[src/touch_key_pkg.sv]
package touch_key_pkg;
    // Timing
    localparam int CLK_NS = 40;
    localparam int TICK_NS = 1000000;
    localparam int TICK_CYCLES = (TICK_NS + CLK_NS - 1) / CLK_NS;
    localparam logic [11:0] HOLD_0_MS = 12'h118;
    localparam logic [11:0] HOLD_1_MS = 12'h230;
    localparam logic [11:0] HOLD_2_MS = 12'h460;
    localparam logic [11:0] HOLD_3_MS = 12'h8c0;
    // Register indices, byte address is four times the index
    localparam int ADDR_W = 10;
    localparam logic [7:0] IDX_STATUS = 8'h02;
    localparam logic [7:0] IDX_SELECT = 8'h60;
    localparam logic [7:0] IDX_CONFIG = 8'h61;
    localparam logic [7:0] IDX_GAIN = 8'h80;
    localparam logic [7:0] IDX_CAL1 = 8'hb1;
    localparam logic [7:0] IDX_CAL2 = 8'hb2;
    localparam logic [7:0] IDX_CAL3 = 8'hb3;
    localparam logic [7:0] IDX_CAL_LOW = 8'hb9;
    localparam logic [7:0] IDX_PRODUCT = 8'hfd;
    localparam logic [7:0] IDX_VENDOR = 8'hfe;
    localparam logic [7:0] IDX_REVISION = 8'hff;
    // Field positions
    localparam int SEL_W = 3;
    localparam int CFG_STBY_EN_BIT = 6;
    localparam int CFG_STBY_TIME_LSB = 4;
    localparam int CFG_ACT_EN_BIT = 2;
    localparam int CFG_ACT_TIME_LSB = 0;
    localparam int STATUS_KEY_BIT = 4;
    localparam int GAIN_W = 6;
    // Reset values
    localparam logic [7:0] SELECT_RST = 8'h00;
    localparam logic [7:0] CONFIG_RST = 8'h22;
    localparam logic [7:0] GAIN_RST = 8'h00;
    localparam logic [9:0] CAL_RST = 10'h000;
    // Calibration failure codes
    localparam logic [9:0] CAL_MIN = 10'h000;
    localparam logic [9:0] CAL_MAX = 10'h3ff;
    // Inputs
    localparam int NUM_INPUTS = 3;

    typedef struct packed {
        logic [2:0] valid;
        logic [2:0][9:0] value;
    } cal_in_s;

    typedef enum logic [1:0] {HOLD_IDLE, HOLD_COUNT, HOLD_DONE} hold_state_e;
endpackage

[src/hold_timer.sv]
`timescale 1ns/10ps
module hold_timer (
    input wire logic pclk,
    input wire logic presetn,
    input wire logic tick,
    input wire logic arm,
    input wire logic [11:0] limit_ms,
    output logic [11:0] elapsed_ms,
    output logic fire
);
    touch_key_pkg::hold_state_e state_reg;
    logic [11:0] elapsed_next;
    logic reach;

    assign elapsed_next = elapsed_ms + 12'h001;
    assign reach = (state_reg == touch_key_pkg::HOLD_COUNT) && tick && (elapsed_next >= limit_ms);

    // Any release drops back to idle, so a new hold starts from zero
    always_ff @(posedge pclk or negedge presetn) begin
        if (!presetn) begin
            state_reg <= touch_key_pkg::HOLD_IDLE;
            elapsed_ms <= 12'h000;
        end else if (!arm) begin
            state_reg <= touch_key_pkg::HOLD_IDLE;
            elapsed_ms <= 12'h000;
        end else begin
            case (state_reg)
                touch_key_pkg::HOLD_IDLE: begin
                    state_reg <= touch_key_pkg::HOLD_COUNT;
                    elapsed_ms <= 12'h000;
                end
                touch_key_pkg::HOLD_COUNT: begin
                    if (tick) begin
                        elapsed_ms <= elapsed_next;
                    end
                    if (reach) begin
                        state_reg <= touch_key_pkg::HOLD_DONE;
                    end
                end
                default: begin
                    state_reg <= touch_key_pkg::HOLD_DONE;
                end
            endcase
        end
    end

    // Done state waits for release: one event per continuous hold
    always_ff @(posedge pclk or negedge presetn) begin
        if (!presetn) begin
            fire <= 1'b0;
        end else begin
            fire <= reach && arm;
        end
    end
endmodule

[src/touch_key_regs.sv]
// Implementation choice: the APB register port.
`timescale 1ns/10ps
// Function
// - Power key select low three bits: 000 input one, 001 two, 010 three
// - Config bit six enables hold detection in Standby, reset zero
// - Config bit two enables hold detection in Active, reset zero
// - Standby: event and status flag after touch held for bits 5:4 time
// - Active: event and status flag after touch held for bits 1:0 time
// - Hold codes: 00 280 ms, 01 560 ms, 10 1.12 s reset, 11 2.24 s
// - Read-only 10-bit calibration: high bytes per input, low pairs packed
// - Calibration value at minimum or maximum code flags a failure
// - Per-input 2-bit calibration gain fields in bits 1:0, 3:2, 5:4
// - Read-only product identifier returns fixed value
// - Read-only vendor identifier returns fixed value
// - Read-only revision register returns fixed value
// - Power key status flag is bit four of general status
module touch_key_regs #(
    parameter int TICK_CYCLES = touch_key_pkg::TICK_CYCLES,
    // Identification values are arbitrary
    parameter logic [7:0] PRODUCT_IDENTIFIER = 8'h11,
    parameter logic [7:0] VENDOR_ID = 8'h22,
    parameter logic [7:0] REVISION_ID = 8'h33
) (
    input wire logic pclk,
    input wire logic presetn,
    input wire logic psel,
    input wire logic penable,
    input wire logic pwrite,
    input wire logic [touch_key_pkg::ADDR_W-1:0] paddr,
    input wire logic [31:0] pwdata,
    output logic [31:0] prdata,
    output logic pready,
    output logic pslverr,
    input wire logic [2:0] touch_active,
    input wire logic standby_state,
    input wire touch_key_pkg::cal_in_s cal_in,
    output logic power_key_event,
    output logic power_key_status_flag,
    output logic [2:0] cal_fail,
    output logic [touch_key_pkg::GAIN_W-1:0] cal_gain
);
    logic [7:0] select_reg;
    logic [7:0] config_reg;
    logic [7:0] gain_reg;
    logic [2:0][9:0] cal_reg;
    logic [2:0] fail_reg;
    logic [31:0] tick_cnt_reg;
    logic tick_reg;
    logic status_reg;
    logic [7:0] index;
    logic setup;
    logic wr;
    logic [7:0] rd_next;
    logic mapped;
    logic key_touched;
    logic hold_en;
    logic [1:0] hold_code;
    logic [11:0] limit_ms;
    logic [11:0] elapsed_ms;
    logic fire;
    logic clear_flag;

    assign index = paddr[touch_key_pkg::ADDR_W-1:2];
    assign setup = psel && !penable;
    assign wr = psel && penable && pwrite;
    // Zero wait states: read data is caught in the setup cycle
    assign pready = 1'b1;

    always_comb begin
        rd_next = 8'h00;
        mapped = 1'b1;
        if (index == touch_key_pkg::IDX_STATUS) begin
            rd_next[touch_key_pkg::STATUS_KEY_BIT] = status_reg;
        end else if (index == touch_key_pkg::IDX_SELECT) begin
            rd_next = select_reg;
        end else if (index == touch_key_pkg::IDX_CONFIG) begin
            rd_next = config_reg;
        end else if (index == touch_key_pkg::IDX_GAIN) begin
            rd_next = gain_reg;
        end else if (index == touch_key_pkg::IDX_CAL1) begin
            rd_next = cal_reg[0][9:2];
        end else if (index == touch_key_pkg::IDX_CAL2) begin
            rd_next = cal_reg[1][9:2];
        end else if (index == touch_key_pkg::IDX_CAL3) begin
            rd_next = cal_reg[2][9:2];
        end else if (index == touch_key_pkg::IDX_CAL_LOW) begin
            rd_next = {2'b00, cal_reg[2][1:0], cal_reg[1][1:0], cal_reg[0][1:0]};
        end else if (index == touch_key_pkg::IDX_PRODUCT) begin
            rd_next = PRODUCT_IDENTIFIER;
        end else if (index == touch_key_pkg::IDX_VENDOR) begin
            rd_next = VENDOR_ID;
        end else if (index == touch_key_pkg::IDX_REVISION) begin
            rd_next = REVISION_ID;
        end else begin
            mapped = 1'b0;
        end
    end

    always_ff @(posedge pclk or negedge presetn) begin
        if (!presetn) begin
            prdata <= 32'h0000_0000;
            pslverr <= 1'b0;
        end else if (setup) begin
            prdata <= pwrite ? 32'h0000_0000 : {24'h000000, rd_next};
            pslverr <= !mapped;
        end
    end

    // Writes to read-only registers are dropped without error
    always_ff @(posedge pclk or negedge presetn) begin
        if (!presetn) begin
            select_reg <= touch_key_pkg::SELECT_RST;
            config_reg <= touch_key_pkg::CONFIG_RST;
            gain_reg <= touch_key_pkg::GAIN_RST;
        end else if (wr) begin
            if (index == touch_key_pkg::IDX_SELECT) begin
                select_reg <= {5'h00, pwdata[touch_key_pkg::SEL_W-1:0]};
            end else if (index == touch_key_pkg::IDX_CONFIG) begin
                config_reg <= {1'b0, pwdata[6:4], 1'b0, pwdata[2:0]};
            end else if (index == touch_key_pkg::IDX_GAIN) begin
                gain_reg <= {2'b00, pwdata[touch_key_pkg::GAIN_W-1:0]};
            end
        end
    end

    assign cal_gain = gain_reg[touch_key_pkg::GAIN_W-1:0];

    // Calibration results and failure flags, one slice per input
    genvar gi;
    generate
        for (gi = 0; gi < touch_key_pkg::NUM_INPUTS; gi++) begin : g_cal
            always_ff @(posedge pclk or negedge presetn) begin
                if (!presetn) begin
                    cal_reg[gi] <= touch_key_pkg::CAL_RST;
                    fail_reg[gi] <= 1'b0;
                end else if (cal_in.valid[gi]) begin
                    cal_reg[gi] <= cal_in.value[gi];
                    fail_reg[gi] <= (cal_in.value[gi] == touch_key_pkg::CAL_MIN) ||
                                    (cal_in.value[gi] == touch_key_pkg::CAL_MAX);
                end
            end
        end
    endgenerate

    assign cal_fail = fail_reg;

    // Millisecond tick keeps the hold counter narrow
    always_ff @(posedge pclk or negedge presetn) begin
        if (!presetn) begin
            tick_cnt_reg <= 32'h0000_0000;
            tick_reg <= 1'b0;
        end else if (tick_cnt_reg >= 32'(TICK_CYCLES - 1)) begin
            tick_cnt_reg <= 32'h0000_0000;
            tick_reg <= 1'b1;
        end else begin
            tick_cnt_reg <= tick_cnt_reg + 32'h0000_0001;
            tick_reg <= 1'b0;
        end
    end

    always_comb begin
        key_touched = 1'b0;
        if (select_reg[2:0] == 3'h0) begin
            key_touched = touch_active[0];
        end else if (select_reg[2:0] == 3'h1) begin
            key_touched = touch_active[1];
        end else if (select_reg[2:0] == 3'h2) begin
            key_touched = touch_active[2];
        end else begin
            key_touched = 1'b0;
        end
    end

    always_comb begin
        if (standby_state) begin
            hold_en = config_reg[touch_key_pkg::CFG_STBY_EN_BIT];
            hold_code = config_reg[touch_key_pkg::CFG_STBY_TIME_LSB +: 2];
        end else begin
            hold_en = config_reg[touch_key_pkg::CFG_ACT_EN_BIT];
            hold_code = config_reg[touch_key_pkg::CFG_ACT_TIME_LSB +: 2];
        end
        case (hold_code)
            2'h0: limit_ms = touch_key_pkg::HOLD_0_MS;
            2'h1: limit_ms = touch_key_pkg::HOLD_1_MS;
            2'h2: limit_ms = touch_key_pkg::HOLD_2_MS;
            default: limit_ms = touch_key_pkg::HOLD_3_MS;
        endcase
    end

    hold_timer u_hold (
        .pclk(pclk),
        .presetn(presetn),
        .tick(tick_reg),
        .arm(key_touched && hold_en),
        .limit_ms(limit_ms),
        .elapsed_ms(elapsed_ms),
        .fire(fire)
    );

    // Write one to the flag bit clears it; a new event in that cycle wins
    assign clear_flag = wr && (index == touch_key_pkg::IDX_STATUS) &&
                        pwdata[touch_key_pkg::STATUS_KEY_BIT];

    always_ff @(posedge pclk or negedge presetn) begin
        if (!presetn) begin
            status_reg <= 1'b0;
        end else if (fire) begin
            status_reg <= 1'b1;
        end else if (clear_flag) begin
            status_reg <= 1'b0;
        end
    end

    assign power_key_event = fire;
    assign power_key_status_flag = status_reg;
endmodule

[config.mk]
export PLATFORM = sky130hd
export DESIGN_NAME = touch_key_regs
export DESIGN_NICKNAME = d
export VERILOG_FILES = /design/src/touch_key_pkg.sv /design/src/hold_timer.sv /design/src/touch_key_regs.sv
export SDC_FILE = /design/constraint.sdc
export NUM_CORES = 1
export LEC_CHECK = 0
export ABC_AREA = 1
export BUFFER_PORTS_ARGS = -buffer_cell sky130_fd_sc_hd__buf_2
export CAP_MARGIN = 20
export CORE_MARGIN = 1
export CORE_UTILIZATION = 54
export DETAILED_ROUTE_END_ITERATION = 16
export PLACE_DENSITY_LB_ADDON = 0.25
export SLEW_MARGIN = 20
export SYNTH_ARGS = -nofsm -noshare
export SYNTH_HDL_FRONTEND = slang
export SYNTH_SLANG_ARGS = --single-unit
[constraint.sdc]
create_clock -name pclk -period 2.75 [get_ports pclk]
set_input_delay 0.55 -clock pclk [delete_from_list [all_inputs] [get_ports pclk]]
set_output_delay 0.55 -clock pclk [all_outputs]
set_load 0.005 [all_outputs]
* After elaboration in Yosys (flattened, before gate mapping) *
Index checks and enable logic that the tools add are counted.

storage, ports and cells
  register bits = 130
  input port bits = 84

cells by class
  $add $sub $neg = 2
  order comparisons = 2
  eq/ne operators = 22
  multiplexer cells = 41
  bitwise operators = 2
  reductions and logical operators = 25

operator list
  operator               number
  $eq 8x8->1 const B     8
  $mux 8                 7
  $pmux 12 s3            1
  $add 32x1->32 const B  1
  $ge 32x15->1 const B   1
  $mux 32                1
  $eq 10x10->1 const B   3
  $logic_not 10->1       3
  $mux 12                2
  $mux 6                 4
  $pmux 12 s2            1
  $mux 1                 19
  $eq 8x7->1 const B     2
  $add 12x1->12 const B  1
  $ge 12x12->1           1
  $logic_and 1x1->1      9
  $ne 3x3->1 const B     3
  $eq 8x2->1 const B     1
  $mux 2                 3
  $eq 2x1->1 const B     2
  $logic_not 2->1        2
  $mux 4                 1
  $pmux 2 s2             1
  $reduce_and 2->1       2
  11 further kinds       15

* Depth between registers and ports, before layout *
  depth after elaboration = 13
  depth in mapped cells = 16

* Modules after synthesis *
From an unflattened synthesis, not the netlist that was laid out.

second synthesis, totals
  cells, all modules = 686
  area total of the unflattened synthesis = 5646.7 sq um

modules (own cells, without submodules)
  module          times used  cells each  area an instance (sq um)
  touch_key_regs  1           532         4496.8
  hold_timer      1           154         1149.9

* Least setup slack after synthesis *
OpenSTA, ideal clock, no wires.

  kind = flip-flop to flip-flop
  start point = register u_hold.elapsed_ms[0]
  end point = register u_hold.state_reg[0]
  arrival = 2.062 ns
  setup slack = 0.563 ns
  cell stages (with the launch flop) = 16
  buffers on the path = 0
  period minus slack after synthesis = 2.187 ns
  path through = dfrtp_1 ha_1 nand2_1 nor2_1 nand2_1 nor2_1 nand2_1 xor2_1 ha_1 nand2_1 nor2_1 nand2_1 o2111ai_1 nand2_1 nand2_1 nor2_1

between the ends
  word-level cells in the longest chain between the ends = 4

ends and longest elaborated chain
  what                    RTL line          text
  start, declared         hold_timer.sv:8   output logic [11:0] elapsed_ms,
  start signal, assigned  hold_timer.sv:34  elapsed_ms <= elapsed_next;
  $add 12x1->12           hold_timer.sv:15  assign elapsed_next = elapsed_ms + 12'h001;
  $ge 12x12->1            hold_timer.sv:16  assign reach = (state_reg == touch_key_pkg::HOLD_COUNT) && tick && (elapsed_next >= limit_ms);
  $logic_and 1x1->1       hold_timer.sv:16
  $ne 3x3->1 (no line)    --
  end signal, assigned    hold_timer.sv:21  state_reg <= touch_key_pkg::HOLD_IDLE;
  end signal, assigned    hold_timer.sv:24  state_reg <= touch_key_pkg::HOLD_IDLE;
  end signal, assigned    hold_timer.sv:29  state_reg <= touch_key_pkg::HOLD_COUNT;
  end, declared           hold_timer.sv:11  touch_key_pkg::hold_state_e state_reg;

Every way passes these cells.
A chain may end at the register's enable or synchronous reset.

* Final worst setup path *
Ends and elaborated chain as after synthesis.

==> summary.md <==
| Metric | Value |
|---|---|
| Sum of negative setup slack | 0 ns |
| Netlist area before placement | 0.00550 sq mm |
| Ys flop type | sky130_fd_sc_hd__dfrtp_1 |
| Comb power frac | 9.4% |
| Number of slew-limit violations in the final report | 0 |
| Main area contributors after synthesis | sky130_fd_sc_hd__dfrtp_1 (47%), sky130_fd_sc_hd__nand2_1 (9.8%), sky130_fd_sc_hd__inv_1 (5.7%), sky130_fd_sc_hd__buf_4 (3.4%), sky130_fd_sc_hd__ha_1 (3.4%) |
| Switch share | 26.2% |
| Clock buffer count from CTS | 9 |
| Initial standard-cell utilization of the core | 56.0% |
| Gate Count Post-Synth | 645 |
| CP arrival | 2.71 ns |
| Clock transition at the registers of the reported paths | 0.10 ns |
| Cell chosen for the clock root | sky130_fd_sc_hd__clkbuf_8 |
| Sequential fraction of the synthesis area | 48.3% |
| Post-synthesis async set-or-reset flop share | 100% |
| First-iteration detailed-routing DRC count | 169 |
| Reg-to-reg setup timing slack | 0.30 ns |
| Number of synthesis warnings | 0 |
| Fraction of synthesized cell area taken by the top area cell type | 47.4% |
| Maximum level of the CTS H-tree | 3 |
| Worst hold path class | in2async |
| Number of flops mapped to enable cells by yosys | 0 |
| Worst setup SP type | flip-flop |
| Critical path type | reg2reg |
| Horiz. Die Dim | 103 um |
| Endpoint kind of the worst setup timing path | flip-flop |
| Internal cell power | 0.00205 W |
| Setup repair after global routing missed its margin | false |
| Max FFs per register | 32 |
| Number of setup buffers added after CTS | 0 |
| Die Ht | 103 um |
| First-pass GRT wire length | 18900 um |
| Required time at the endpoint of the critical path | 3.00 ns |
| Remaining Overflow, GRT | 0 |
| Post-synthesis average cell area | 8.52 sq um |
| Total placed cells including tap cells | 862 |
| Via count of the routed design | 4487 |
| Nets@finish | 839 |
| Minimum clock period | 2.45 ns |
| Total placed instance area | 0.00600 sq mm |
| Post-route cell area | 0.00617 sq mm |
| Clock Skews | 0.00863 ns |
| Count of unresolved DRC violations after routing | 0 |
| Maximum number of pins on one net before global-route repair | 74 |
| Power density over cell area | 451 mW/mm^2 |
| Clock network fraction of total power | 31.1% |
| DP Wirelength | 8780 um |
| Crit path max fanout | 4 |
| TritonCTS clock tree | done |
| Ratio of cells with drive above 1 in the final layout | 19.3% |
| Flops & latches, synth | 106 |
| Peak clock frequency supported by timing | 0.408 GHz |
| Distinct cell type count after synthesis | 43 |
| Area growth syn-to-layout | 12.2% |
| Sw power | 0.000728 W |
| Clk buf depth | 2 |
| Diode insertion count for antenna repair | 0 |
| Sequential cell area in the final layout | 0.00266 sq mm |
| Clock Latency Late Sink | 0.37 ns |
| Placement Rows | 36 |
| I/O pin count | 129 |
| Filler-free cell count of the finished design | 878 |
| CTS hold repair buffers | 0 |
| Number of antenna violations at the first check in global routing | 0 |
| Sequential Power Share | 59.5% |
| Number of failing hold endpoints at the final stage | 0 |
| All-layer global routing usage | 23.2% |
| Via count of the first global-routing pass | 4286 |
| Portion of the clock cycle consumed by the worst path in the final layout | 89.2% |
| Number of maximum-capacitance constraint violations | 0 |
| Overall die area | 0.0106 sq mm |
| Run status | finished, final reports clean |
| Weighted congestion reported at the end of routability-driven placement | 0.909 |
| Total wire length after detailed routing | 11300 um |
| Leakage power total | 3.13 nW |
| Detailed Routing Iterations Pass 1 | 5 |
| Multi-input combinational cell area | 0.00242 sq mm |
| DR WL/cell | 12.8 um |
| Clk sink count | 106 |
| Count of final setup violators | 0 |
| Count of fill cells added during filler insertion | 852 |
| PortBufs | 76 |
| Post-route ant nets | 0 |
| Mean number of vias per cell | 5.11 |
| Core Footprint | 0.00982 sq mm |
| Setup slack at placement | 0.246 ns |
| Final worst-path setup slack | 0.297 ns |
| Post-route total power | 0.00278 W |
| Cell taking the most area after synthesis | sky130_fd_sc_hd__dfrtp_1 |
| Worst vdd rail ir drop | 249 uV |
## cells by family (layout without fill, tap and decap cells)
| kind of cell | after synthesis | in the layout | share of synthesized area (%) |
|---|---|---|---|
| xor+xnor | 11 | 11 | 1.75 |
| fa+ha+maj | 15 | 15 | 3.42 |
| mux | 16 | 16 | 3.28 |
| compound gates | 92 | 92 | 9.59 |
| simple gates | 276 | 276 | 23.1 |
| other cells | 2 | 42 | 0.137 |
| flops | 106 | 106 | 48.3 |
| buf+inv | 127 | 187 | 10.5 |
## power groups by stage
stage               Sequential [W]  Combinational, W  Clock, W
CTS                        0.00166          0.000264  0.000882
detailed placement         0.00169          0.000263         0
global route               0.00166          0.000304  0.000941
finish                     0.00165          0.000263  0.000865
floorplan                  0.00168          0.000158         0
global placement           0.00168          0.000254         0
## synthesized netlist by cell type (all sizes together) (2+ instances only)
cell type / n
o21a: 4
mux2: 16
o22ai: 5
conb: 2
nor4: 15
a31oi: 4
buf: 28
a21oi: 20
inv: 93
ha: 15
o211ai: 3
dfstp: 2
o2111ai: 2
nand4: 15
xor2: 11
or2: 2
o21ai: 45
dfrtp: 104
nand3: 22
clkbuf: 6
nor3: 12
nand2: 148
nor2: 60
o21bai: 3
## area by class of cell
class / count / share of cell area, %
clock buffers: 10 / 2.07
clock inverters: 6 / 0.669
inverters: 93 / 5.66
multi-input cells: 452 / 39.2
flip-flops and latches: 106 / 43.0
well taps: 133 / 2.70
repair buffers: 78 / 6.65
## cell usage in the layout, fill, tap and decap left out, drive strengths merged, types with 12 or more instances in the layout
cell type | Yosys | routed
nor2 | 60 | 60
nand4 | 15 | 15
nor4 | 15 | 15
nor3 | 12 | 12
inv | 93 | 95
o21ai | 45 | 45
nand2 | 148 | 148
nand3 | 22 | 22
conb | 2 | 42
ha | 15 | 15
mux2 | 16 | 16
buf | 28 | 78
dfrtp | 104 | 104
a21oi | 20 | 20
## layer usage
metal  GRT usage [%]  wire length [um]  vias to the layer above
met5               0                 0                        -
met4            6.72               146                        0
met3            3.73               604                       15
met2            38.6              5240                      118
met1            31.5              5270                     2120
li1                -                 -                     2234
## through the flow
stage                     hold WS [ns]  utilization [%]
after floorplan                  0.254                -
after global placement           0.450             61.1
after detailed placement         0.454             61.1
after CTS                        0.131             62.8
after global routing             0.144             62.8
final                            0.112             62.8
## worst paths after layout
path,startpoint,end,depth (start not counted)
worst max-delay path,u_hold.elapsed_ms[0]$_DFFE_PN0P_,u_hold.state_reg[0]$_DFFE_PN0P_,15
worst min register to register,tick_cnt_reg[0]$_DFF_PN0_,tick_cnt_reg[0]$_DFF_PN0_,1
worst min-delay path,presetn,prdata[0]$_DFFE_PN0P_,1
max in group asynchronous,presetn,config_reg[5]$_DFFE_PN1P_,2
min in group pclk,pwdata[3],gain_reg[3]$_DFFE_PN0P_,2
worst max register to register,u_hold.elapsed_ms[0]$_DFFE_PN0P_,u_hold.state_reg[0]$_DFFE_PN0P_,15
## worst max-delay path: stages, from the launching register on
cell,delay (ns)
sky130_fd_sc_hd__dfrtp_1,0.40
sky130_fd_sc_hd__ha_1,0.19
sky130_fd_sc_hd__nand2_1,0.10
sky130_fd_sc_hd__nor2_2,0.16
sky130_fd_sc_hd__nand2_1,0.10
sky130_fd_sc_hd__nor2_1,0.14
sky130_fd_sc_hd__nand2_1,0.08
sky130_fd_sc_hd__xor2_1,0.16
sky130_fd_sc_hd__ha_1,0.29
sky130_fd_sc_hd__nand2_1,0.06
sky130_fd_sc_hd__nor2_1,0.19
sky130_fd_sc_hd__nand2_1,0.08
sky130_fd_sc_hd__o2111ai_1,0.18
sky130_fd_sc_hd__nand2_1,0.12
sky130_fd_sc_hd__nand2_1,0.07
sky130_fd_sc_hd__nor2_1,0.04
## repair_timing
| action | in CTS | in global routing |
|---|---|---|
| endpoints found under the hold margin | 0 | 0 |
| gates resized for setup | 0 | 1 |
| endpoints found under the setup margin | 0 | 2 |
(Power assumes the default switching activity.)
